[config.mk]
export PLATFORM = sky130hd
export DESIGN_NAME = pcr_regs
export DESIGN_NICKNAME = d
export VERILOG_FILES = /design/src/shared/pcr_pkg.sv /design/src/rtl/pcr_timer.sv /design/src/rtl/pcr_regs.sv
export VERILOG_INCLUDE_DIRS = /design/src /design/src/shared
export SDC_FILE = /design/constraint.sdc
export NUM_CORES = 1
export LEC_CHECK = 0
export ABC_AREA = 1
export BUFFER_PORTS_ARGS = -buffer_cell sky130_fd_sc_hd__buf_2
export CAP_MARGIN = 40
export CORE_MARGIN = 1
export CORE_UTILIZATION = 50
export DETAILED_ROUTE_END_ITERATION = 16
export PLACE_DENSITY_LB_ADDON = 0.2
export SYNTH_ARGS = -nofsm -noshare
export SYNTH_HDL_FRONTEND = slang
export SYNTH_SLANG_ARGS = --single-unit
[constraint.sdc]
create_clock -name core_clk -period 5.1 [get_ports core_clk]
set_clock_uncertainty 0.1 [all_clocks]
set_input_delay 0.765 -clock core_clk [delete_from_list [all_inputs] [get_ports core_clk]]
set_output_delay 0.765 -clock core_clk [all_outputs]
set_load 0.1 [all_outputs]
[src/shared/pcr_defs.svh]
`ifndef PCR_DEFS_SVH
`define PCR_DEFS_SVH

// register offsets (base form; bit 7 selects the odd-parity alias)
`define PCR_OFS_REVISION 7'h00
`define PCR_OFS_VSET 7'h02
`define PCR_OFS_UVTH 7'h04
`define PCR_OFS_OVTH 7'h06
`define PCR_OFS_FLAGS 7'h08
`define PCR_OFS_CCPWR 7'h0a
`define PCR_OFS_FAULTCFG 7'h0c
`define PCR_OFS_WDOG 7'h26
`define PCR_OFS_CVACT 7'h28
`define PCR_OFS_CVDLY 7'h2a
`define PCR_OFS_IMASK 7'h2c
`define PCR_OFS_THERM 7'h2e

// reset values
`define PCR_RST_WDOG 2'h1
`define PCR_RST_CVACT 2'h0
`define PCR_RST_CVDLY 2'h0
`define PCR_RST_IMASK 7'h00
`define PCR_RST_THERM 1'b0

// field codes
`define PCR_WD_OFF 2'h0
`define PCR_CV_NONE 2'h0
`define PCR_CV_AUTORESTART 2'h1
`define PCR_CV_LATCHOFF 2'h2

// timing: clock and tick periods are in nanoseconds, watchdog and fault timer periods in milliseconds
`define PCR_CLK_NS 40
`define PCR_TICK_NS 1000000
`define PCR_WD_MS_0 11'd500
`define PCR_WD_MS_1 11'd1000
`define PCR_WD_MS_2 11'd2000
`define PCR_CVT_MS_0 11'd8
`define PCR_CVT_MS_1 11'd16
`define PCR_CVT_MS_2 11'd32
`define PCR_CVT_MS_3 11'd64

`endif

[src/shared/pcr_pkg.sv]
package pcr_pkg;

	typedef struct packed {
		logic wr;
		logic rd;
		logic [7:0] addr;
		logic [7:0] wdata;
	} pcr_cmd_s;

	// settings held by the lower command registers, mirrored in the read-back map
	typedef struct packed {
		logic [13:0] voltage_setpoint;
		logic [13:0] undervoltage_threshold;
		logic [13:0] overvoltage_threshold;
		logic load_switch_enable;
		logic bleeder_enable;
		logic supply_turn_off;
		logic fast_setpoint_commands;
		logic voltage_only_regulation;
		logic [3:0] cable_drop_comp;
		logic [7:0] current_limit_setpoint;
		logic [7:0] power_knee_voltage;
		logic [1:0] overvoltage_response;
		logic [1:0] undervoltage_response;
		logic [1:0] short_circuit_response;
		logic [1:0] sense_short_response;
		logic [1:0] undervoltage_delay;
	} pcr_mirror_s;

	typedef enum logic [1:0] {
		PCR_CV_IDLE,
		PCR_CV_TIMING,
		PCR_CV_DONE
	} pcr_cv_state_e;

endpackage : pcr_pkg

[src/rtl/pcr_timer.sv]
`timescale 1ns/10ps
`include "pcr_defs.svh"

module pcr_timer (
	// clock and reset
	input wire logic core_clk,
	input wire logic rst,
	// control
	input wire logic clear,
	input wire logic run,
	input wire logic ms_tick,
	input wire logic [10:0] limit_ms,
	// result
	output logic expired
);

	logic [10:0] count_q;
	logic [10:0] count_d;
	logic hit;

	// the count restarts on expiry so a held condition re-fires once per period
	assign hit = run && ms_tick && (count_q + 11'd1 >= limit_ms);
	assign count_d = (clear || !run || hit) ? 11'd0 : (ms_tick ? count_q + 11'd1 : count_q);
	assign expired = hit && !clear;

	always_ff @(posedge core_clk or posedge rst) begin
		if (rst) begin
			count_q <= 11'd0;
		end else begin
			count_q <= count_d;
		end
	end

endmodule : pcr_timer

[src/rtl/pcr_regs.sv]
`timescale 1ns/10ps
`include "pcr_defs.svh"

// Function
// (RULE1) watchdog field: off, 0.5s, 1s, 2s; reset 0.5s
// (RULE2) host transacts before the watchdog period elapses
// (RULE3) fault action field: none, auto-restart, latch-off
// (RULE4) fault timer field: 8,16,32,64 ms; reset 8ms
// (RULE5) act only after fault persists for timer
// (RULE6) nonzero mask enables interrupt; one pulse clears
// (RULE7) hysteresis bit: 0 is 40C, 1 is 60C
// (RULE8) read-only read-back words mirror settings and revision
// (RULE9) odd-parity address alias; data parity in bits 15,7
module pcr_regs #(
	parameter int MS_CYCLES = `PCR_TICK_NS / `PCR_CLK_NS,
	parameter logic [15:0] REVISION = 16'h0001 // arbitrary value
) (
	// clock and reset
	input wire logic core_clk,
	input wire logic rst,
	// command port from the serial front end
	input wire pcr_pkg::pcr_cmd_s cmd,
	output logic [15:0] rd_data,
	output logic rd_valid,
	output logic cmd_error,
	// mirrored settings from the lower command registers
	input wire pcr_pkg::pcr_mirror_s mirror,
	// fault inputs
	input wire logic cv_fault_pin,
	input wire logic [6:0] fault_events,
	// control outputs
	output logic watchdog_timeout,
	output logic cv_auto_restart,
	output logic cv_latched_off,
	output logic interrupt_pulse,
	output logic thermal_hysteresis_flag
);

	// odd parity over a seven-bit field, one bit of the byte it completes
	function automatic logic odd_par(input logic [6:0] v);
		odd_par = ~(^v);
	endfunction : odd_par

	// 14-bit value packed with per-byte parity in bits 15 and 7
	function automatic logic [15:0] par_word(input logic [13:0] v);
		par_word = {odd_par(v[13:7]), v[13:7], odd_par(v[6:0]), v[6:0]};
	endfunction : par_word

	// millisecond tick divider
	logic [14:0] div_q;
	logic ms_tick;
	assign ms_tick = (div_q == 15'(MS_CYCLES - 1));
	always_ff @(posedge core_clk or posedge rst) begin
		if (rst) begin
			div_q <= 15'd0;
		end else begin
			div_q <= ms_tick ? 15'd0 : div_q + 15'd1;
		end
	end

	// address decode, including the parity alias
	wire [6:0] reg_ofs = cmd.addr[6:0];
	wire addr_ok = !cmd.addr[7] || (^cmd.addr); // RULE9
	wire any_cmd = cmd.wr || cmd.rd;
	wire sel_wdog = addr_ok && reg_ofs == `PCR_OFS_WDOG;
	wire sel_cvact = addr_ok && reg_ofs == `PCR_OFS_CVACT;
	wire sel_cvdly = addr_ok && reg_ofs == `PCR_OFS_CVDLY;
	wire sel_imask = addr_ok && reg_ofs == `PCR_OFS_IMASK;
	wire sel_therm = addr_ok && reg_ofs == `PCR_OFS_THERM;
	wire sel_rw = sel_wdog || sel_cvact || sel_cvdly || sel_imask || sel_therm;
	wire sel_ro = addr_ok && (reg_ofs == `PCR_OFS_REVISION || reg_ofs == `PCR_OFS_VSET ||
		reg_ofs == `PCR_OFS_UVTH || reg_ofs == `PCR_OFS_OVTH || reg_ofs == `PCR_OFS_FLAGS ||
		reg_ofs == `PCR_OFS_CCPWR || reg_ofs == `PCR_OFS_FAULTCFG);

	// writable command registers
	logic [1:0] wdog_q;
	logic [1:0] cvact_q;
	logic [1:0] cvdly_q;
	logic [6:0] imask_q;
	logic therm_q;
	logic int_en_q;

	always_ff @(posedge core_clk or posedge rst) begin
		if (rst) begin
			wdog_q <= `PCR_RST_WDOG; // RULE1
			cvact_q <= `PCR_RST_CVACT; // RULE3
			cvdly_q <= `PCR_RST_CVDLY; // RULE4
			imask_q <= `PCR_RST_IMASK;
			therm_q <= `PCR_RST_THERM; // RULE7
		end else if (cmd.wr) begin
			if (sel_wdog) wdog_q <= cmd.wdata[1:0];
			if (sel_cvact) cvact_q <= cmd.wdata[1:0];
			if (sel_cvdly) cvdly_q <= cmd.wdata[1:0];
			if (sel_imask) imask_q <= cmd.wdata[6:0];
			if (sel_therm) therm_q <= cmd.wdata[0];
		end
	end

	assign thermal_hysteresis_flag = therm_q; // RULE7

	// watchdog: any transaction restarts the period
	logic [10:0] wd_limit;
	assign wd_limit = (wdog_q == 2'h1) ? `PCR_WD_MS_0 :
		(wdog_q == 2'h2) ? `PCR_WD_MS_1 : `PCR_WD_MS_2; // RULE1
	pcr_timer wd_timer (
		.core_clk(core_clk),
		.rst(rst),
		.clear(any_cmd), // RULE2
		.run(wdog_q != `PCR_WD_OFF), // RULE1
		.ms_tick(ms_tick),
		.limit_ms(wd_limit),
		.expired(watchdog_timeout)
	);

	// fault pin synchroniser: a change counts once stages two and three agree
	logic sync1_q;
	logic sync2_q;
	logic sync3_q;
	logic cv_fault_q;
	always_ff @(posedge core_clk or posedge rst) begin
		if (rst) begin
			sync1_q <= 1'b0;
			sync2_q <= 1'b0;
			sync3_q <= 1'b0;
			cv_fault_q <= 1'b0;
		end else begin
			sync1_q <= cv_fault_pin;
			sync2_q <= sync1_q;
			sync3_q <= sync2_q;
			if (sync2_q == sync3_q) cv_fault_q <= sync3_q;
		end
	end

	// constant-voltage fault handling
	pcr_pkg::pcr_cv_state_e cv_state_q;
	pcr_pkg::pcr_cv_state_e cv_state_d;
	logic cv_expired;
	logic [10:0] cv_limit;
	assign cv_limit = (cvdly_q == 2'h0) ? `PCR_CVT_MS_0 :
		(cvdly_q == 2'h1) ? `PCR_CVT_MS_1 :
		(cvdly_q == 2'h2) ? `PCR_CVT_MS_2 : `PCR_CVT_MS_3; // RULE4

	pcr_timer cv_timer (
		.core_clk(core_clk),
		.rst(rst),
		.clear(!cv_fault_q),
		.run(cv_state_q == pcr_pkg::PCR_CV_TIMING), // RULE5
		.ms_tick(ms_tick),
		.limit_ms(cv_limit),
		.expired(cv_expired)
	);

	always_comb begin
		cv_state_d = cv_state_q;
		case (cv_state_q)
			pcr_pkg::PCR_CV_IDLE: begin
				if (cv_fault_q) cv_state_d = pcr_pkg::PCR_CV_TIMING;
			end
			pcr_pkg::PCR_CV_TIMING: begin
				if (!cv_fault_q) cv_state_d = pcr_pkg::PCR_CV_IDLE;
				else if (cv_expired) cv_state_d = pcr_pkg::PCR_CV_DONE;
			end
			pcr_pkg::PCR_CV_DONE: begin
				// one action per fault episode; re-arm only when the fault clears
				if (!cv_fault_q) cv_state_d = pcr_pkg::PCR_CV_IDLE;
			end
			default: cv_state_d = pcr_pkg::PCR_CV_IDLE;
		endcase
	end

	wire cv_act = (cv_state_q == pcr_pkg::PCR_CV_TIMING) && cv_fault_q && cv_expired;
	always_ff @(posedge core_clk or posedge rst) begin
		if (rst) begin
			cv_state_q <= pcr_pkg::PCR_CV_IDLE;
			cv_auto_restart <= 1'b0;
			cv_latched_off <= 1'b0;
		end else begin
			cv_state_q <= cv_state_d;
			cv_auto_restart <= cv_act && cvact_q == `PCR_CV_AUTORESTART; // RULE5 RULE3
			// latch-off holds until reset; the pin cannot release it
			if (cv_act && cvact_q == `PCR_CV_LATCHOFF) cv_latched_off <= 1'b1; // RULE5 RULE3
		end
	end

	// interrupt: armed by a nonzero mask write, disarmed by the pulse it sends
	wire mask_arm = cmd.wr && sel_imask && (cmd.wdata[6:0] != 7'h00); // RULE6
	wire int_fire = int_en_q && ((fault_events & imask_q) != 7'h00); // RULE6
	always_ff @(posedge core_clk or posedge rst) begin
		if (rst) begin
			int_en_q <= 1'b0;
			interrupt_pulse <= 1'b0;
		end else begin
			interrupt_pulse <= int_fire; // RULE6
			// the arm wins when it meets the pulse, so a fresh write is never lost
			int_en_q <= mask_arm ? 1'b1 : (int_fire ? 1'b0 : int_en_q); // RULE6
		end
	end

	// read-back mux
	logic [15:0] rd_mux;
	assign rd_mux =
		(reg_ofs == `PCR_OFS_REVISION) ? REVISION :
		(reg_ofs == `PCR_OFS_VSET) ? par_word(mirror.voltage_setpoint) :
		(reg_ofs == `PCR_OFS_UVTH) ? par_word(mirror.undervoltage_threshold) :
		(reg_ofs == `PCR_OFS_OVTH) ? par_word(mirror.overvoltage_threshold) :
		(reg_ofs == `PCR_OFS_FLAGS) ? {1'b0, mirror.load_switch_enable, mirror.bleeder_enable,
			mirror.supply_turn_off, mirror.fast_setpoint_commands,
			mirror.voltage_only_regulation, therm_q, 5'h00, mirror.cable_drop_comp} :
		(reg_ofs == `PCR_OFS_CCPWR) ? {mirror.current_limit_setpoint, mirror.power_knee_voltage} :
		(reg_ofs == `PCR_OFS_FAULTCFG) ? {mirror.overvoltage_response,
			mirror.undervoltage_response, mirror.short_circuit_response,
			mirror.sense_short_response, mirror.undervoltage_delay, wdog_q, cvact_q, cvdly_q} :
		(reg_ofs == `PCR_OFS_WDOG) ? {14'h0000, wdog_q} :
		(reg_ofs == `PCR_OFS_CVACT) ? {14'h0000, cvact_q} :
		(reg_ofs == `PCR_OFS_CVDLY) ? {14'h0000, cvdly_q} :
		(reg_ofs == `PCR_OFS_IMASK) ? {9'h000, imask_q} :
		{15'h0000, therm_q}; // RULE8

	// writes to read-only words and unmapped addresses flag an error and change nothing
	wire bad = (cmd.rd && !(sel_rw || sel_ro)) || (cmd.wr && !sel_rw); // RULE8
	always_ff @(posedge core_clk or posedge rst) begin
		if (rst) begin
			rd_data <= 16'h0000;
			rd_valid <= 1'b0;
			cmd_error <= 1'b0;
		end else begin
			rd_valid <= cmd.rd;
			cmd_error <= bad;
			if (cmd.rd) rd_data <= bad ? 16'h0000 : rd_mux;
		end
	end

endmodule : pcr_regs

==> impl_metrics.csv <==
group,metric,value,unit
outcome,status,"finished clean",
timing,slew_headroom,0.483,
drt,first_iter_violations,447,
final_layout,fin_area,6690,um2
place,io_buffers,126,
clocking,cts_hold_buf,0,
place,place_inst,1037,
yosys,synthTopCellsByArea,"dfrtp_1 (35%), nand2_1 (15%), inv_1 (6.1%)",
yosys,synth_compound_area_frac,0.117,
power_and_ir_drop,p_leak,3.49,nW
floorplan,initial_core_util,0.516,
yosys,syn-instance-count,785,
clocking,cts_resized,0,
yosys,synth_seq_area_share,0.350,
clocking,tritoncts,"built",
drt,wire_per_inst,13.2,um
clocking,clock_path_buffers,2,
yosys,ys.flop_type,"dfrtp_1",
global_routing,overflow,0,
drt,drc,0,
timing,period_minus_slack,3.76,ns
final_layout,layout_commonest_cell,"nand2_1",
place,dpl_cell_area,6370,um2
clocking,cts.htree.levels,3,
yosys,synth.area.mux_share,0.00377,
setup_path,critPathLaunchType,"flop",
final_layout,final_layout_size_suffix_gt1_frac,0.203,
yosys,yosys.area.top_type_share,0.346,
global_routing,grt_pass1_vias,4716,
drt,dr.pass1.iters,5,
setup_path,crit_type,"reg2out",
final_layout,synthToLayoutAreaGrowth,18.4,%
global_routing,antenna_found_initial,0,
power_and_ir_drop,power_density,236,nW/um2
global_routing,grt_start_max_net_pins,52,
power_and_ir_drop,finalPower,1.58,mW
yosys,avgSynthCellArea,7.19,um2
yosys,synthArstFlopShare,1.00,
yosys,synth_top_area_cell,"dfrtp_1",
timing,setup_violations,0,
clocking,clkSlewWorstSetupHoldPaths,0.06,ns
clocking,cts_buffers,9,
yosys,synthSimpleGateAreaFrac,0.304,
drt,vias,5366,
clocking,clock_latency,0.35,ns
yosys,synth_top_family_by_area,"simple AND/OR/NAND/NOR gates",
global_routing,grt.total_usage,0.249,
setup_path,critPathMaxFanout,4,
flow_run,maxCapViolations,0,
final_layout,final_cell_mix,"nand2_1 (224), buf_2 (126), inv_1 (91)",
yosys,yosys_warnings,0,
floorplan,die_y,108,um
setup_path,required,4.24,ns
final_layout,finalNonFillerCells,1053,
clocking,post_cts_buffers,0,
setup_path,cp_data_arrival_time,2.90,ns
yosys,ys_seq_elements,79,
floorplan,coreArea,10900,um2
timing,max_freq,0.266,GHz
drt,totalWireLength,13900,um
yosys,syn_nets,916,
final_layout,layout.nets,1039,
timing,hold_viol,0,
timing,fin_setup_tns,0,ns
yosys,synth_xor_area_frac,0.0776,
yosys,synth-adder-area-share,0.0594,
drt,postRouteAntennaNets,0,
hold_path,hp-class,"reg2reg",
yosys,yosysUniqueCellTypes,48,
timing,grt_setup_unrepaired,"false",
floorplan,fp.dieW,108,um
clocking,root_buffer,"clkbuf_16",
yosys,synth_edf_count,0,
yosys,syn_area,5650,um2
place,dp_hpwl,10700,um
floorplan,num_rows,38,
setup_path,cp-end-kind,"output pin",
floorplan,dieArea,11700,um2
floorplan,io_pins,128,
final_layout,antennaDiodeCount,0,
global_routing,grt_first_pass_wirelength,22400,um
timing,slew_viol_final,0,
timing,tightest_slew,0.772,ns
drt,via_per_inst,5.10,
place,place_congestion,0.906,
timing,period_share,0.738,
clocking,cts_sinks,79,
power_and_ir_drop,peakVddDrop,0.203,mV
state kept, by name, summed over array words and instances (netlist names), 2 cells and up:
name	cells
cv_state_q	2
wdog_q	2
cvdly_q	2
imask_q	7
cvact_q	2
rd_data	16
div_q	15
wd_timer.count_q	11
cv_timer.count_q	11
critical path, stage by stage (launching register included):
cell,delay (ns)
dfrtp_1,0.42
inv_2,0.07
nor3_2,0.17
nand3_1,0.14
nor2_1,0.15
nand3_1,0.12
xor2_1,0.18
inv_1,0.06
ha_1,0.29
nand2_1,0.05
nor2_1,0.09
nand3b_1,0.10
a21boi_0,0.23
buf_2,0.48
path summary, 6_finish.rpt:
kind | startpoint | to | depth (start not counted) | slack [ns]
hold reg to reg | sync1_q | sync2_q | 0 | 0.25
setup reg to reg | wd_timer.count_q[4] | wd_timer.count_q[10] | 11 | 2.45
hold / removal | sync1_q | sync2_q | 0 | 0.25
min in group asynchronous | rst | div_q[1] | 2 | 0.32
max in group asynchronous | rst | cv_timer.count_q[7] | 3 | 3.57
setup / recovery | wd_timer.count_q[4] | watchdog_timeout | 13 | 1.34
power breakdown:
part	internal [mW]	switching [mW]	total [mW]
sequential	0.644	0.0132	0.657
clock	0.400	0.279	0.679
combinational	0.0941	0.146	0.240
total	1.14	0.438	1.58
kinds of logic (layout without fill, tap and decap cells):
family / count (synthesis) / in the layout
AOI/OAI and AO/OA: 115 / 115
and+or+nand+nor: 388 / 388
muxes: 2 / 2
adders and majority gates: 27 / 27
xor gates and xnor gates: 50 / 50
buffers and inverters: 124 / 252
DFF: 79 / 79
routing by layer:
layer  track usage  up-vias  share of wire
met5             0        -              0
met4        0.0965        0          0.023
met3        0.0422       27          0.045
met2         0.381      124           0.46
met1         0.351     2437           0.47
li1              -     2778              -
final cells by class:
type / count / area, um2
clock buffer: 10 / 239
clock inverter: 6 / 75.1
fill: 1064 / 4250
inverter: 109 / 410
multi-input combinational: 582 / 3170
sequential: 79 / 1980
tap: 140 / 175
timing repair buffer: 127 / 638
synthesized netlist by cell type, types with 5 or more instances:
| cell type | instances |
|---|---|
| a21oi_1 | 20 |
| buf_2 | 7 |
| clkbuf_1 | 5 |
| dfrtp_1 | 78 |
| ha_1 | 26 |
| inv_1 | 92 |
| inv_2 | 13 |
| nand2_1 | 224 |
| nand3_1 | 58 |
| nand4_1 | 8 |
| nor2_1 | 59 |
| nor2_2 | 5 |
| nor3_1 | 9 |
| nor4_1 | 5 |
| o211ai_1 | 5 |
| o21ai_0 | 35 |
| o21ai_1 | 34 |
| xnor2_1 | 26 |
| xor2_1 | 24 |
per-stage QoR:
stage	utilization	hold slack, ns	setup WS [ns]
floorplan	-	0.231	0.393
global placement	0.583	0.232	1.66
detailed placement	0.583	0.244	1.59
CTS	0.612	0.257	1.29
global route	0.612	0.270	1.10
finish	0.612	0.255	1.34
Note: power is estimated with default switching activity, not from simulation.
